$ cat src/core/clk_gate_pkg.sv
// constants for the peripheral clock gate register bank
// assumes a 32-bit classic wishbone slave and one system clock
package clk_gate_pkg;

  localparam int unsigned REG_WIDTH = 16;
  localparam int unsigned PERIPH_COUNT = 26;

  // ==========================================
  // register byte offsets
  localparam logic [3:0] CTRL1_OFFSET = 4'h0;
  localparam logic [3:0] CTRL2_OFFSET = 4'h4;
  localparam logic [3:0] CTRL3_OFFSET = 4'h8;
  localparam logic [3:0] STATUS_OFFSET = 4'hC;

  // ==========================================
  // implemented bit masks
  localparam logic [15:0] CTRL1_MASK = 16'hF9FB;
  localparam logic [15:0] CTRL2_MASK = 16'hC30F;
  localparam logic [15:0] CTRL3_MASK = 16'h07C0;
  localparam logic [15:0] CTRL1_RESET = 16'h0000;
  localparam logic [15:0] CTRL2_RESET = 16'h0000;
  localparam logic [15:0] CTRL3_RESET = 16'h0000;

  // ==========================================
  // field positions, control register 1
  localparam int unsigned TIMER5_OFF_POS = 15;
  localparam int unsigned TIMER4_OFF_POS = 14;
  localparam int unsigned TIMER3_OFF_POS = 13;
  localparam int unsigned TIMER2_OFF_POS = 12;
  localparam int unsigned TIMER1_OFF_POS = 11;
  localparam int unsigned CODEC_IF_OFF_POS = 8;
  localparam int unsigned I2C_UNIT_OFF_POS = 7;
  localparam int unsigned UART_B_OFF_POS = 6;
  localparam int unsigned UART_A_OFF_POS = 5;
  localparam int unsigned SPI_B_OFF_POS = 4;
  localparam int unsigned SPI_A_OFF_POS = 3;
  localparam int unsigned CAN_UNIT_OFF_POS = 1;
  localparam int unsigned ADC_OFF_POS = 0;
  // control register 2
  localparam int unsigned CAPTURE8_OFF_POS = 15;
  localparam int unsigned CAPTURE7_OFF_POS = 14;
  localparam int unsigned CAPTURE2_OFF_POS = 9;
  localparam int unsigned CAPTURE1_OFF_POS = 8;
  localparam int unsigned COMPARE4_OFF_POS = 3;
  localparam int unsigned COMPARE3_OFF_POS = 2;
  localparam int unsigned COMPARE2_OFF_POS = 1;
  localparam int unsigned COMPARE1_OFF_POS = 0;
  // control register 3
  localparam int unsigned COMPARATOR_OFF_POS = 10;
  localparam int unsigned CALENDAR_CLOCK_OFF_POS = 9;
  localparam int unsigned PARALLEL_PORT_OFF_POS = 8;
  localparam int unsigned CRC_UNIT_OFF_POS = 7;
  localparam int unsigned DAC_OFF_POS = 6;

  // ==========================================
  // depth of the gate delay line; register to gate takes this plus one clock cycles
  localparam int unsigned GATE_DELAY_CYCLES = 1;

  // ==========================================
  // bus slave states
  typedef enum logic [0:0] {
    BUS_IDLE,
    BUS_ACK
  } bus_state_type;

endpackage

$ cat src/core/peripheral_clock_gate_ctrl.sv
// peripheral clock gate register bank with wishbone access
// assumes one system clock, synchronous reset, 32-bit classic wishbone
//
// The address map and the Wishbone slave port were decided locally.
`timescale 1ns/1ps
`default_nettype none
// Behaviour
// - ctrl1 bits 15..11 turn off timers five down to one when set
// - ctrl1 bit 8 turns off codec serial interface
// - ctrl1 bits 7,6,5 turn off i2c, uart b, uart a
// - ctrl1 bits 4,3 turn off spi b, spi a
// - ctrl1 bit 1 turns off can unit
// - ctrl1 bit 0 turns off adc
// - ctrl2 bits 15,14,9,8 turn off capture 8,7,2,1
// - ctrl2 bits 3..0 turn off compare 4..1
// - ctrl3 bit 10 turns off comparator
// - ctrl3 bits 9,8 turn off calendar clock and parallel port
// - ctrl3 bits 7,6 turn off crc unit and dac
// - unimplemented bits read zero and ignore writes
// - all disable bits clear at reset, present peripherals enabled two cycles after reset ends
// - disable bits read back last written value
// - disabled peripheral gets no clock and no register access
// - setting or clearing reaches the enables two cycles after the register is written
// - enabled only when bit clear and peripheral present
module peripheral_clock_gate_ctrl #(
  parameter logic [25:0] PRESENT = 26'h3FFFFFF,
  parameter int unsigned GATE_DELAY = clk_gate_pkg::GATE_DELAY_CYCLES
) (
  input wire logic clk_i,
  input wire logic rst_i,
  input wire logic cyc_i,
  input wire logic stb_i,
  input wire logic we_i,
  input wire logic [3:0] adr_i,
  input wire logic [3:0] sel_i,
  input wire logic [31:0] dat_i,
  output logic [31:0] dat_o,
  output logic ack_o,
  output logic [25:0] clk_en_o,
  output logic [25:0] reg_en_o
);

  if (GATE_DELAY < 1) begin : g_bad_delay
    $error("peripheral_clock_gate_ctrl: gate delay must be at least one");
  end

  // ==========================================
  // helpers
  function automatic logic [15:0] merge(input logic [15:0] old_v, input logic [31:0] wdat,
                                        input logic [3:0] sel, input logic [15:0] mask);
    logic [15:0] v;
    v = old_v;
    if (sel[0]) begin
      v[7:0] = wdat[7:0];
    end
    if (sel[1]) begin
      v[15:8] = wdat[15:8];
    end
    merge = v & mask;
  endfunction

  // ==========================================
  // bus slave
  logic take;
  logic ack_w;

  wb_reg_slave u_slave (
    .clk_i(clk_i),
    .rst_i(rst_i),
    .cyc_i(cyc_i),
    .stb_i(stb_i),
    .ack_o(ack_w),
    .take_o(take)
  );

  // ==========================================
  // registers
  logic [15:0] ctrl1_ff;
  logic [15:0] ctrl2_ff;
  logic [15:0] ctrl3_ff;
  logic [15:0] nxt_ctrl1;
  logic [15:0] nxt_ctrl2;
  logic [15:0] nxt_ctrl3;
  logic [31:0] rdat_ff;
  logic [31:0] nxt_rdat;
  logic [25:0] off_vec;
  logic [25:0] clk_en_w;
  logic [25:0] reg_en_w;

  always_comb begin
    nxt_ctrl1 = ctrl1_ff;
    nxt_ctrl2 = ctrl2_ff;
    nxt_ctrl3 = ctrl3_ff;
    nxt_rdat = rdat_ff;
    if (take && we_i) begin
      case (adr_i)
        clk_gate_pkg::CTRL1_OFFSET: begin
          nxt_ctrl1 = merge(ctrl1_ff, dat_i, sel_i, clk_gate_pkg::CTRL1_MASK);
        end
        clk_gate_pkg::CTRL2_OFFSET: begin
          nxt_ctrl2 = merge(ctrl2_ff, dat_i, sel_i, clk_gate_pkg::CTRL2_MASK);
        end
        clk_gate_pkg::CTRL3_OFFSET: begin
          nxt_ctrl3 = merge(ctrl3_ff, dat_i, sel_i, clk_gate_pkg::CTRL3_MASK);
        end
        default: begin
        end
      endcase
    end
    if (take && !we_i) begin
      case (adr_i)
        clk_gate_pkg::CTRL1_OFFSET: begin
          nxt_rdat = {16'h0000, ctrl1_ff};
        end
        clk_gate_pkg::CTRL2_OFFSET: begin
          nxt_rdat = {16'h0000, ctrl2_ff};
        end
        clk_gate_pkg::CTRL3_OFFSET: begin
          nxt_rdat = {16'h0000, ctrl3_ff};
        end
        clk_gate_pkg::STATUS_OFFSET: begin
          nxt_rdat = {6'h00, clk_en_w};
        end
        default: begin
          nxt_rdat = 32'h00000000;
        end
      endcase
    end
  end

  always_ff @(posedge clk_i) begin
    if (rst_i) begin
      ctrl1_ff <= clk_gate_pkg::CTRL1_RESET;
      ctrl2_ff <= clk_gate_pkg::CTRL2_RESET;
      ctrl3_ff <= clk_gate_pkg::CTRL3_RESET;
      rdat_ff <= 32'h00000000;
    end else begin
      ctrl1_ff <= nxt_ctrl1;
      ctrl2_ff <= nxt_ctrl2;
      ctrl3_ff <= nxt_ctrl3;
      rdat_ff <= nxt_rdat;
    end
  end

  // ==========================================
  // disable vector, one bit per peripheral
  always_comb begin
    off_vec[0] = ctrl1_ff[clk_gate_pkg::TIMER1_OFF_POS];
    off_vec[1] = ctrl1_ff[clk_gate_pkg::TIMER2_OFF_POS];
    off_vec[2] = ctrl1_ff[clk_gate_pkg::TIMER3_OFF_POS];
    off_vec[3] = ctrl1_ff[clk_gate_pkg::TIMER4_OFF_POS];
    off_vec[4] = ctrl1_ff[clk_gate_pkg::TIMER5_OFF_POS];
    off_vec[5] = ctrl1_ff[clk_gate_pkg::CODEC_IF_OFF_POS];
    off_vec[6] = ctrl1_ff[clk_gate_pkg::I2C_UNIT_OFF_POS];
    off_vec[7] = ctrl1_ff[clk_gate_pkg::UART_B_OFF_POS];
    off_vec[8] = ctrl1_ff[clk_gate_pkg::UART_A_OFF_POS];
    off_vec[9] = ctrl1_ff[clk_gate_pkg::SPI_B_OFF_POS];
    off_vec[10] = ctrl1_ff[clk_gate_pkg::SPI_A_OFF_POS];
    off_vec[11] = ctrl1_ff[clk_gate_pkg::CAN_UNIT_OFF_POS];
    off_vec[12] = ctrl1_ff[clk_gate_pkg::ADC_OFF_POS];
    off_vec[13] = ctrl2_ff[clk_gate_pkg::CAPTURE1_OFF_POS];
    off_vec[14] = ctrl2_ff[clk_gate_pkg::CAPTURE2_OFF_POS];
    off_vec[15] = ctrl2_ff[clk_gate_pkg::CAPTURE7_OFF_POS];
    off_vec[16] = ctrl2_ff[clk_gate_pkg::CAPTURE8_OFF_POS];
    off_vec[17] = ctrl2_ff[clk_gate_pkg::COMPARE1_OFF_POS];
    off_vec[18] = ctrl2_ff[clk_gate_pkg::COMPARE2_OFF_POS];
    off_vec[19] = ctrl2_ff[clk_gate_pkg::COMPARE3_OFF_POS];
    off_vec[20] = ctrl2_ff[clk_gate_pkg::COMPARE4_OFF_POS];
    off_vec[21] = ctrl3_ff[clk_gate_pkg::COMPARATOR_OFF_POS];
    off_vec[22] = ctrl3_ff[clk_gate_pkg::CALENDAR_CLOCK_OFF_POS];
    off_vec[23] = ctrl3_ff[clk_gate_pkg::PARALLEL_PORT_OFF_POS];
    off_vec[24] = ctrl3_ff[clk_gate_pkg::CRC_UNIT_OFF_POS];
    off_vec[25] = ctrl3_ff[clk_gate_pkg::DAC_OFF_POS];
  end

  // ==========================================
  // enable outputs
  gate_delay #(
    .WIDTH(clk_gate_pkg::PERIPH_COUNT),
    .DEPTH(GATE_DELAY)
  ) u_delay (
    .clk_i(clk_i),
    .rst_i(rst_i),
    .off_i(off_vec),
    .present_i(PRESENT),
    .clk_en_o(clk_en_w),
    .reg_en_o(reg_en_w)
  );

  assign clk_en_o = clk_en_w;
  assign reg_en_o = reg_en_w;
  assign dat_o = rdat_ff;
  assign ack_o = ack_w;

endmodule // peripheral_clock_gate_ctrl
`default_nettype wire

$ cat src/core/wb_reg_slave.sv
// classic wishbone slave decode and one-cycle ack
// assumes a master that holds the request until ack
`timescale 1ns/1ps
`default_nettype none
module wb_reg_slave (
  input wire logic clk_i,
  input wire logic rst_i,
  input wire logic cyc_i,
  input wire logic stb_i,
  output logic ack_o,
  output logic take_o
);

  // ==========================================
  // ack state machine
  clk_gate_pkg::bus_state_type state_ff;
  clk_gate_pkg::bus_state_type nxt_state;

  always_comb begin
    case (state_ff)
      clk_gate_pkg::BUS_IDLE: begin
        nxt_state = (cyc_i && stb_i) ? clk_gate_pkg::BUS_ACK : clk_gate_pkg::BUS_IDLE;
      end
      clk_gate_pkg::BUS_ACK: begin
        nxt_state = clk_gate_pkg::BUS_IDLE;
      end
      default: begin
        nxt_state = clk_gate_pkg::BUS_IDLE;
      end
    endcase
  end

  always_ff @(posedge clk_i) begin
    if (rst_i) begin
      state_ff <= clk_gate_pkg::BUS_IDLE;
    end else begin
      state_ff <= nxt_state;
    end
  end

  assign ack_o = (state_ff == clk_gate_pkg::BUS_ACK);
  assign take_o = (state_ff == clk_gate_pkg::BUS_IDLE) && cyc_i && stb_i;

endmodule // wb_reg_slave
`default_nettype wire

$ cat src/core/gate_delay.sv
// delay line turning disable bits into gated enables
// assumes all inputs on clk_i
`timescale 1ns/1ps
`default_nettype none
module gate_delay #(
  parameter int unsigned WIDTH = 26,
  parameter int unsigned DEPTH = 1
) (
  input wire logic clk_i,
  input wire logic rst_i,
  input wire logic [WIDTH-1:0] off_i,
  input wire logic [WIDTH-1:0] present_i,
  output logic [WIDTH-1:0] clk_en_o,
  output logic [WIDTH-1:0] reg_en_o
);

  if (DEPTH < 1 || WIDTH < 1) begin : g_bad_size
    $error("gate_delay: depth and width must be at least one");
  end

  // ==========================================
  // enable pipeline
  logic [WIDTH-1:0] stage_ff [DEPTH];
  logic [WIDTH-1:0] nxt_stage [DEPTH];
  logic [WIDTH-1:0] clk_en_ff;
  logic [WIDTH-1:0] reg_en_ff;
  logic [WIDTH-1:0] nxt_en;

  always_comb begin
    nxt_stage[0] = ~off_i & present_i;
    for (int i = 1; i < DEPTH; i++) begin
      nxt_stage[i] = stage_ff[i-1];
    end
    nxt_en = stage_ff[DEPTH-1];
  end

  always_ff @(posedge clk_i) begin
    if (rst_i) begin
      for (int i = 0; i < DEPTH; i++) begin
        stage_ff[i] <= '0;
      end
      clk_en_ff <= '0;
      reg_en_ff <= '0;
    end else begin
      for (int i = 0; i < DEPTH; i++) begin
        stage_ff[i] <= nxt_stage[i];
      end
      clk_en_ff <= nxt_en;
      reg_en_ff <= nxt_en;
    end
  end

  assign clk_en_o = clk_en_ff;
  assign reg_en_o = reg_en_ff;

endmodule // gate_delay
`default_nettype wire

$ cat config.mk
export PLATFORM = sky130hd
export DESIGN_NAME = peripheral_clock_gate_ctrl
export DESIGN_NICKNAME = d
export VERILOG_FILES = /design/src/core/clk_gate_pkg.sv /design/src/core/peripheral_clock_gate_ctrl.sv /design/src/core/wb_reg_slave.sv /design/src/core/gate_delay.sv
export SDC_FILE = /design/constraint.sdc
export NUM_CORES = 1
export LEC_CHECK = 0
export ABC_CLOCK_PERIOD_IN_PS = 1900
export BUFFER_PORTS_ARGS = -buffer_cell sky130_fd_sc_hd__buf_2
export CORE_ASPECT_RATIO = 0.9
export CORE_MARGIN = 1
export CORE_UTILIZATION = 50
export DETAILED_ROUTE_END_ITERATION = 10
export GPL_TIMING_DRIVEN = 0
export HOLD_SLACK_MARGIN = 0.15
export PLACE_DENSITY = 0.76
export SETUP_SLACK_MARGIN = 0.2
export SYNTH_ARGS = -nofsm -noshare
export SYNTH_HDL_FRONTEND = slang
export SYNTH_SLANG_ARGS = --single-unit
$ cat constraint.sdc
create_clock -name clk_i -period 1.9 [get_ports clk_i]
set_input_delay 0.38 -clock clk_i [delete_from_list [all_inputs] [get_ports clk_i]]
set_output_delay 0.38 -clock clk_i [all_outputs]
set_load 0.05 [all_outputs]
==> results.json, run 1 <==
{
  "htreeDepth": 3,
  "hold_viol": 0,
  "clockBufferDepth": 2,
  "drtPass1Iterations": 4,
  "max_slew_margin_pct": 50.3,
  "seqCellArea_mm2": 0.00210,
  "via_count": 3222,
  "finish.net_count": 568,
  "path_clk_slew_ps": 100,
  "multiInputGateArea_mm2": 0.00160,
  "synth.area.top_cells": "dfxtp_1 (52%), nand2b_1 (6.5%), mux2i_1 (6.4%)",
  "syn_area_mm2": 0.00404,
  "n_antenna_cell": 0,
  "cp.arrival_ps": 1870,
  "ys.flop_type": "dfxtp_1",
  "grt_max_degree": 19,
  "yosys.area.top_type": "dfxtp_1",
  "synth_top_area_share_pct": 52.0,
  "postRouteAntennaNets": 0,
  "wire_per_inst_um": 15.6,
  "crit_type": "input port to flop",
  "gp_congestion": 0.916,
  "cp-end-kind": "flop",
  "drv_slew": 0,
  "ir_drop_v": 0.000547,
  "syn_inst": 404,
  "dieArea_mm2": 0.00844,
  "r2r_slack_ps": 330,
  "syn_area_per_cell_um2": 10.0,
  "synth_xor_area_share_pct": 0,
  "root_buffer": "clkbuf_8",
  "antenna_found_initial": 0,
  "cts_buffers": 9,
  "ys_seq_area_share_pct": 52.0,
  "dpl.hpwl_um": 7230,
  "rsz0062_at_grt": "no",
  "path_max_fanout": 10,
  "p_leak_nw": 2.25,
  "numClockSinks": 105,
  "period_needed_ps": 1610,
  "ys_seq_elements": 105,
  "start_util_pct": 52.5,
  "cts_tree": "done",
  "gr-total-overflow": 0,
  "hold_depth": 3,
  "ys_types": 34,
  "synth_fa_ha_area_share_pct": 0,
  "die_h_um": 87.3,
  "wirelength_um": 9740,
  "drv_cap": 0,
  "r2r-end": "dat_o[5]$_SDFFE_PP0P_",
  "synth_top_family_by_area": "simple AND/OR/NAND/NOR gates",
  "rows": 30,
  "yosysWarningCount": 0,
  "synth_mux_area_share_pct": 9.79,
  "startpoint_type": "input port",
  "io_pins": 130,
  "grt_pass1_wl_um": 15200,
  "worstHoldStart": "dat_i[4]",
  "final.setup.tns_ps": 0,
  "setup_viol": 0,
  "critPathRequiredTime_ps": 2150,
  "grt_usage_pct": 23.9,
  "insertion_delay_ps": 380,
  "drive_gt1_share_pct": 33.3,
  "cts_hold_buf": 0,
  "synth_edf_count": 0,
  "final_common_cell": "buf_2",
  "min_period_over_period_pct": 85.0,
  "syn_to_final_growth_pct": 21.8,
  "tightest_slew_ps": 739,
  "final_cell_mix": "buf_2 (108), dfxtp_1 (105), nand2b_1 (42), buf_4 (33), nor2_1 (28)",
  "port_buffers": 102,
  "core_mm2": 0.00769,
  "synth_compound_area_share_pct": 6.51,
  "die_w_um": 96.7,
  "whs_endpoint": "ctrl1_ff[4]$_SDFFE_PP0P_",
  "r2r-start": "u_slave.ack_o$_SDFF_PP0_",
  "drt_iter0_markers": 190,
  "max_freq_mhz": 619,
  "hp-class": "input port to flop",
  "synthArstFlopShare_pct": 0,
  "outcome": "complete, no violations",
  "p_per_area_mw_per_mm2": 875,
  "first_global_vias": 2962,
  "yosys.area_share.simple_pct": 22.6,
  "remaining_drc_errors": 0,
  "rr_worst_depth": 5,
  "routed_via_density": 5.16,
  "fillers": 637,
  "post-route-util_pct": 63.9,
  "skew_ps": 7.40
}
state kept, by name, summed over array words and instances (netlist names):
name              flops
ctrl1_ff             13
ctrl2_ff              8
ctrl3_ff              5
dat_o                26
u_delay.clk_en_o     26
u_delay.stage_ff     26
u_slave.ack_o         1
worst max path at each step:
stage / start / end / slack, ps / cells past startpoint
5_1_grt: adr_i[3] / dat_o[4]$_SDFFE_PP0P_ / 210 / 6
4_1_cts: u_slave.ack_o$_SDFF_PP0_ / dat_o[5]$_SDFFE_PP0P_ / 290 / 5
2_1_floorplan: u_slave.ack_o$_SDFF_PP0_ / dat_o[21]$_SDFFE_PP0P_ / 230 / 5
6_report: adr_i[3] / dat_o[5]$_SDFFE_PP0P_ / 290 / 6
3_3_place_gp: we_i / dat_o[5]$_SDFFE_PP0P_ / -40 / 6
3_5_place_dp: adr_i[3] / dat_o[5]$_SDFFE_PP0P_ / -90 / 6
cells by family after synthesis:
logic type	after synthesis
AND/OR/NAND/NOR	159
flip-flops	105
other	1
AO/OA/AOI/OAI	40
multiplexers	38
buffers and inverters	61
where the power goes:
part	switching [W]	total (W)	leakage, nW	internal (W)
Clock	0.000781	0.00144	0.107	0.000661
Sequential	0.0000335	0.00229	0.863	0.00226
Combinational	0.000397	0.000567	1.28	0.000170
per-stage QoR:
step	total power, W	instances	hold slack [ps]	instance area, µm²	setup slack (ps)
finish	0.00430	624	250	4920	285
global route	0.00444	624	271	4920	207
CTS	0.00431	623	242	4900	295
detailed placement	0.00291	607	421	4690	-90.4
global placement	0.00290	607	418	4690	-43.1
floorplan	0.00276	409	408	4060	226
cell usage after synthesis (2+ instances only):
cell type / instances
o21ai_0: 2
nor2b_1: 26
buf_4: 32
mux2i_1: 26
dfxtp_1: 105
buf_2: 6
and3_1: 8
buf_1: 2
mux2_2: 12
nor4bb_1: 2
nor3_1: 3
clkbuf_1: 18
nor3b_1: 7
nor2_1: 28
nand2_1: 17
inv_1: 2
a21oi_1: 17
nand3b_1: 3
nand2b_1: 42
a22oi_1: 8
o2bb2ai_1: 7
o211ai_1: 5
nand3_1: 15
critical path, stage by stage:
cell	delay, ps
buf_2	130
buf_1	470
clkbuf_1	420
nor3b_1	110
o211ai_1	250
a21oi_1	90
what timing repair did:
action                     4_1_cts  5_1_grt
setup endpoints to repair       24       10
gates resized for setup          2        4
setup buffers                    0        1
cell type report:
cell class	instances	area share [%]
Inverter	2	0.153
Multi-Input combinational cell	243	32.5
Clock inverter	6	1.50
Clock buffer	10	2.80
Sequential cell	105	42.7
Buffer	59	7.38
Timing Repair Buffer	103	10.5
Tap cell	96	2.44
layer usage:
layer,GRT usage (%),vias up,part of all wire (%)
li1,-,1554,-
met1,30.9,1517,45
met2,39.0,140,46
met3,6.34,11,7.6
met4,8.01,0,1.5
met5,0,-,0
(Power assumes the default switching activity.)
==> run 2, diff against run 1 <==
ABC_CLOCK_PERIOD_IN_PS = 1350   (was 1900)
CORE_UTILIZATION = 45   (was 50)
PLACE_DENSITY = 0.72   (was 0.76)
clock period = 1.35 ns   (was 1.9 ns; I/O delays follow)
==> run 2 against run 1 <==
Net effect:
- the flow now finishes with violations (setup timing)
- worst hold slack worse by 86 ps
- flip-flop and latch count stayed put
- sequential power rose by 41%
- non-clock buffer count grew 27
- die area rose by 11%
- power grew 47%
- setup slack worse by 310 ps
- final area grew 32%
- critical path type is now flop to flop
- highest routed layer unchanged
==> results.json, run 2 (synthesis gave the netlist of run 1 again) <==
{
  "outcome": "finished, violations left",
  "violations": "setup timing",
  "path_clk_slew_ps": 100,
  "finish.net_count": 595,
  "port_buffers": 102,
  "final_area_mm2": 0.00647,
  "drive_gt1_share_pct": 53.2,
  "remaining_drc_errors": 0,
  "hold_viol": 0,
  "fin_ws_ps": -20.4,
  "whs_endpoint": "ctrl1_ff[4]$_SDFFE_PP0P_",
  "drtPass1Iterations": 4,
  "hold_depth": 3,
  "r2r_slack_ps": -20,
  "ir_drop_v": 0.000591,
  "rr_worst_depth": 5,
  "grt_max_degree": 18,
  "drt_iter0_markers": 167,
  "cts_buffers": 9,
  "gr-total-overflow": 0,
  "die_h_um": 91.9,
  "cts_tree": "done",
  "cp.arrival_ps": 1670,
  "min_period_over_period_pct": 102,
  "cts_hold_buf": 0,
  "worstHoldStart": "dat_i[4]",
  "start_util_pct": 46.7,
  "path_max_fanout": 7,
  "drv_cap": 0,
  "crit_slowest_cell": "dfxtp_4",
  "startpoint_type": "flop",
  "via_count": 3485,
  "cp-end-kind": "flop",
  "final_cells": 673,
  "dieArea_mm2": 0.00936,
  "dpl.hpwl_um": 7490,
  "cpPeakStageDelay_ps": 370,
  "cpMostUsedCell": "buf_6",
  "routed_via_density": 5.18,
  "critPathRequiredTime_ps": 1650,
  "pwr-share-seq_pct": 51.3,
  "rows": 32,
  "core_mm2": 0.00865,
  "p_leak_nw": 2.69,
  "multiInputGateArea_mm2": 0.00182,
  "setup_viol": 8,
  "hp-class": "input port to flop",
  "r2r-start": "u_slave.ack_o$_SDFF_PP0_",
  "rsz0062_at_grt": "yes",
  "insertion_delay_ps": 370,
  "final_cell_mix": "buf_8 (79), dfxtp_1 (53), nand2b_1 (42), buf_6 (35)",
  "io_pins": 130,
  "crit_chain": "nor4bb_4 > buf_6 > nand3b_1 > buf_6 > o2bb2ai_4",
  "wire_per_inst_um": 18.7,
  "dp.cells": 630,
  "final_common_cell": "buf_8",
  "numClockSinks": 105,
  "clkPwrFrac_pct": 30.9,
  "htreeDepth": 3,
  "p_per_area_mw_per_mm2": 977,
  "tightest_slew_ps": 637,
  "postRouteAntennaNets": 0,
  "drv_slew": 0,
  "clockBufferDepth": 2,
  "gp_congestion": 0.866,
  "place_area_mm2": 0.00487,
  "dp_slack_ps": -573,
  "root_buffer": "clkbuf_8",
  "r2r-end": "dat_o[1]$_SDFFE_PP0P_",
  "p_sw_w": 0.00181,
  "combPwrFrac_pct": 17.8,
  "grt_usage_pct": 26.5,
  "syn_to_final_growth_pct": 60.3,
  "swShare_pct": 28.6,
  "finalPower_w": 0.00632,
  "antenna_found_initial": 0,
  "period_needed_ps": 1370,
  "grt_pass1_wl_um": 18200,
  "crit_type": "flop to flop",
  "max_freq_mhz": 730,
  "n_antenna_cell": 0,
  "whs_ps": 164,
  "fillers": 591,
  "first_global_vias": 3443,
  "seqCellArea_mm2": 0.00222,
  "p_int_w": 0.00451,
  "die_w_um": 102,
  "max_slew_margin_pct": 57.6,
  "wirelength_um": 12600,
  "skew_ps": 9.29
}
[run 2: cell count changes in the layout (fill, tap and decap cells not counted), moves of 4 or more]
cell,delta
buf_2,-83
buf_8,+79
dfxtp_1,-52
buf_6,+34
dfxtp_2,+31
dfxtp_4,+21
nand3_1,-13
nand3_2,+13
clkbuf_1,-7
a21oi_1,-6
a21oi_2,+6
o2bb2ai_1,-5
clkbuf_2,+4
[run 2: worst max-delay path: cells and delay by family, from the launching register on]
kind	cells	cell delay, ps
AOI/OAI and AO/OA	1	130
and+or+nand+nor	2	410
buffers and inverters	2	380
DFF	1	370
[run 2: worst max-delay path by stage]
stage                                        start  cells past startpoint  slack (ps)                        end
after floorplan                           adr_i[1]                      5        -190   ctrl3_ff[8]$_SDFFE_PP0P_
after global placement                    adr_i[3]                      5        -550  ctrl1_ff[14]$_SDFFE_PP0P_
after detailed placement                  adr_i[3]                      5        -570  ctrl1_ff[13]$_SDFFE_PP0P_
after CTS                 u_slave.ack_o$_SDFF_PP0_                      4           6     dat_o[14]$_SDFFE_PP0P_
after global routing      u_slave.ack_o$_SDFF_PP0_                      5         -60      dat_o[1]$_SDFFE_PP0P_
final                     u_slave.ack_o$_SDFF_PP0_                      5         -20      dat_o[1]$_SDFFE_PP0P_
[run 2: repair_timing]
action,in CTS,in global routing
resized for setup,302,57
endpoints found under the setup margin,131,151
hold endpoints to repair,0,0
setup buffers,19,9
pin swaps,3,1
[run 2: power groups by stage]
stage	Combinational (W)	Clock, W	Sequential, W
after floorplan	0.000468	0	0.00345
after global placement	0.000815	0	0.00331
after detailed placement	0.000821	0	0.00331
after CTS	0.00107	0.00196	0.00325
after global routing	0.00117	0.00209	0.00325
final	0.00113	0.00195	0.00324
[run 2: through the flow]
stage | TNS [ps] | util, %
after floorplan | -1790 | -
after global placement | -18290 | 56.3
after detailed placement | -18680 | 56.3
after CTS | 0 | 71.5
after global routing | -846 | 74.8
final | -76.9 | 74.8
[run 2: metal layers]
layer  vias up  wire length, µm  track usage, %
met4         0              340            10.5
met3        33              701            6.02
met1      1692             5010            31.5
li1       1614                -               -
met2       146             6500            45.8
met5         -                0               0
[run 2: cell type report]
| class | count | share of cell area [%] |
|---|---|---|
| plain buffers | 59 | 8.60 |
| clock buffers | 9 | 1.91 |
| clock inverters | 6 | 1.06 |
| inverters | 2 | 0.116 |
| multi-input cells | 243 | 28.2 |
| flip-flops and latches | 105 | 34.3 |
| well taps | 119 | 2.30 |
| repair buffers | 130 | 23.5 |
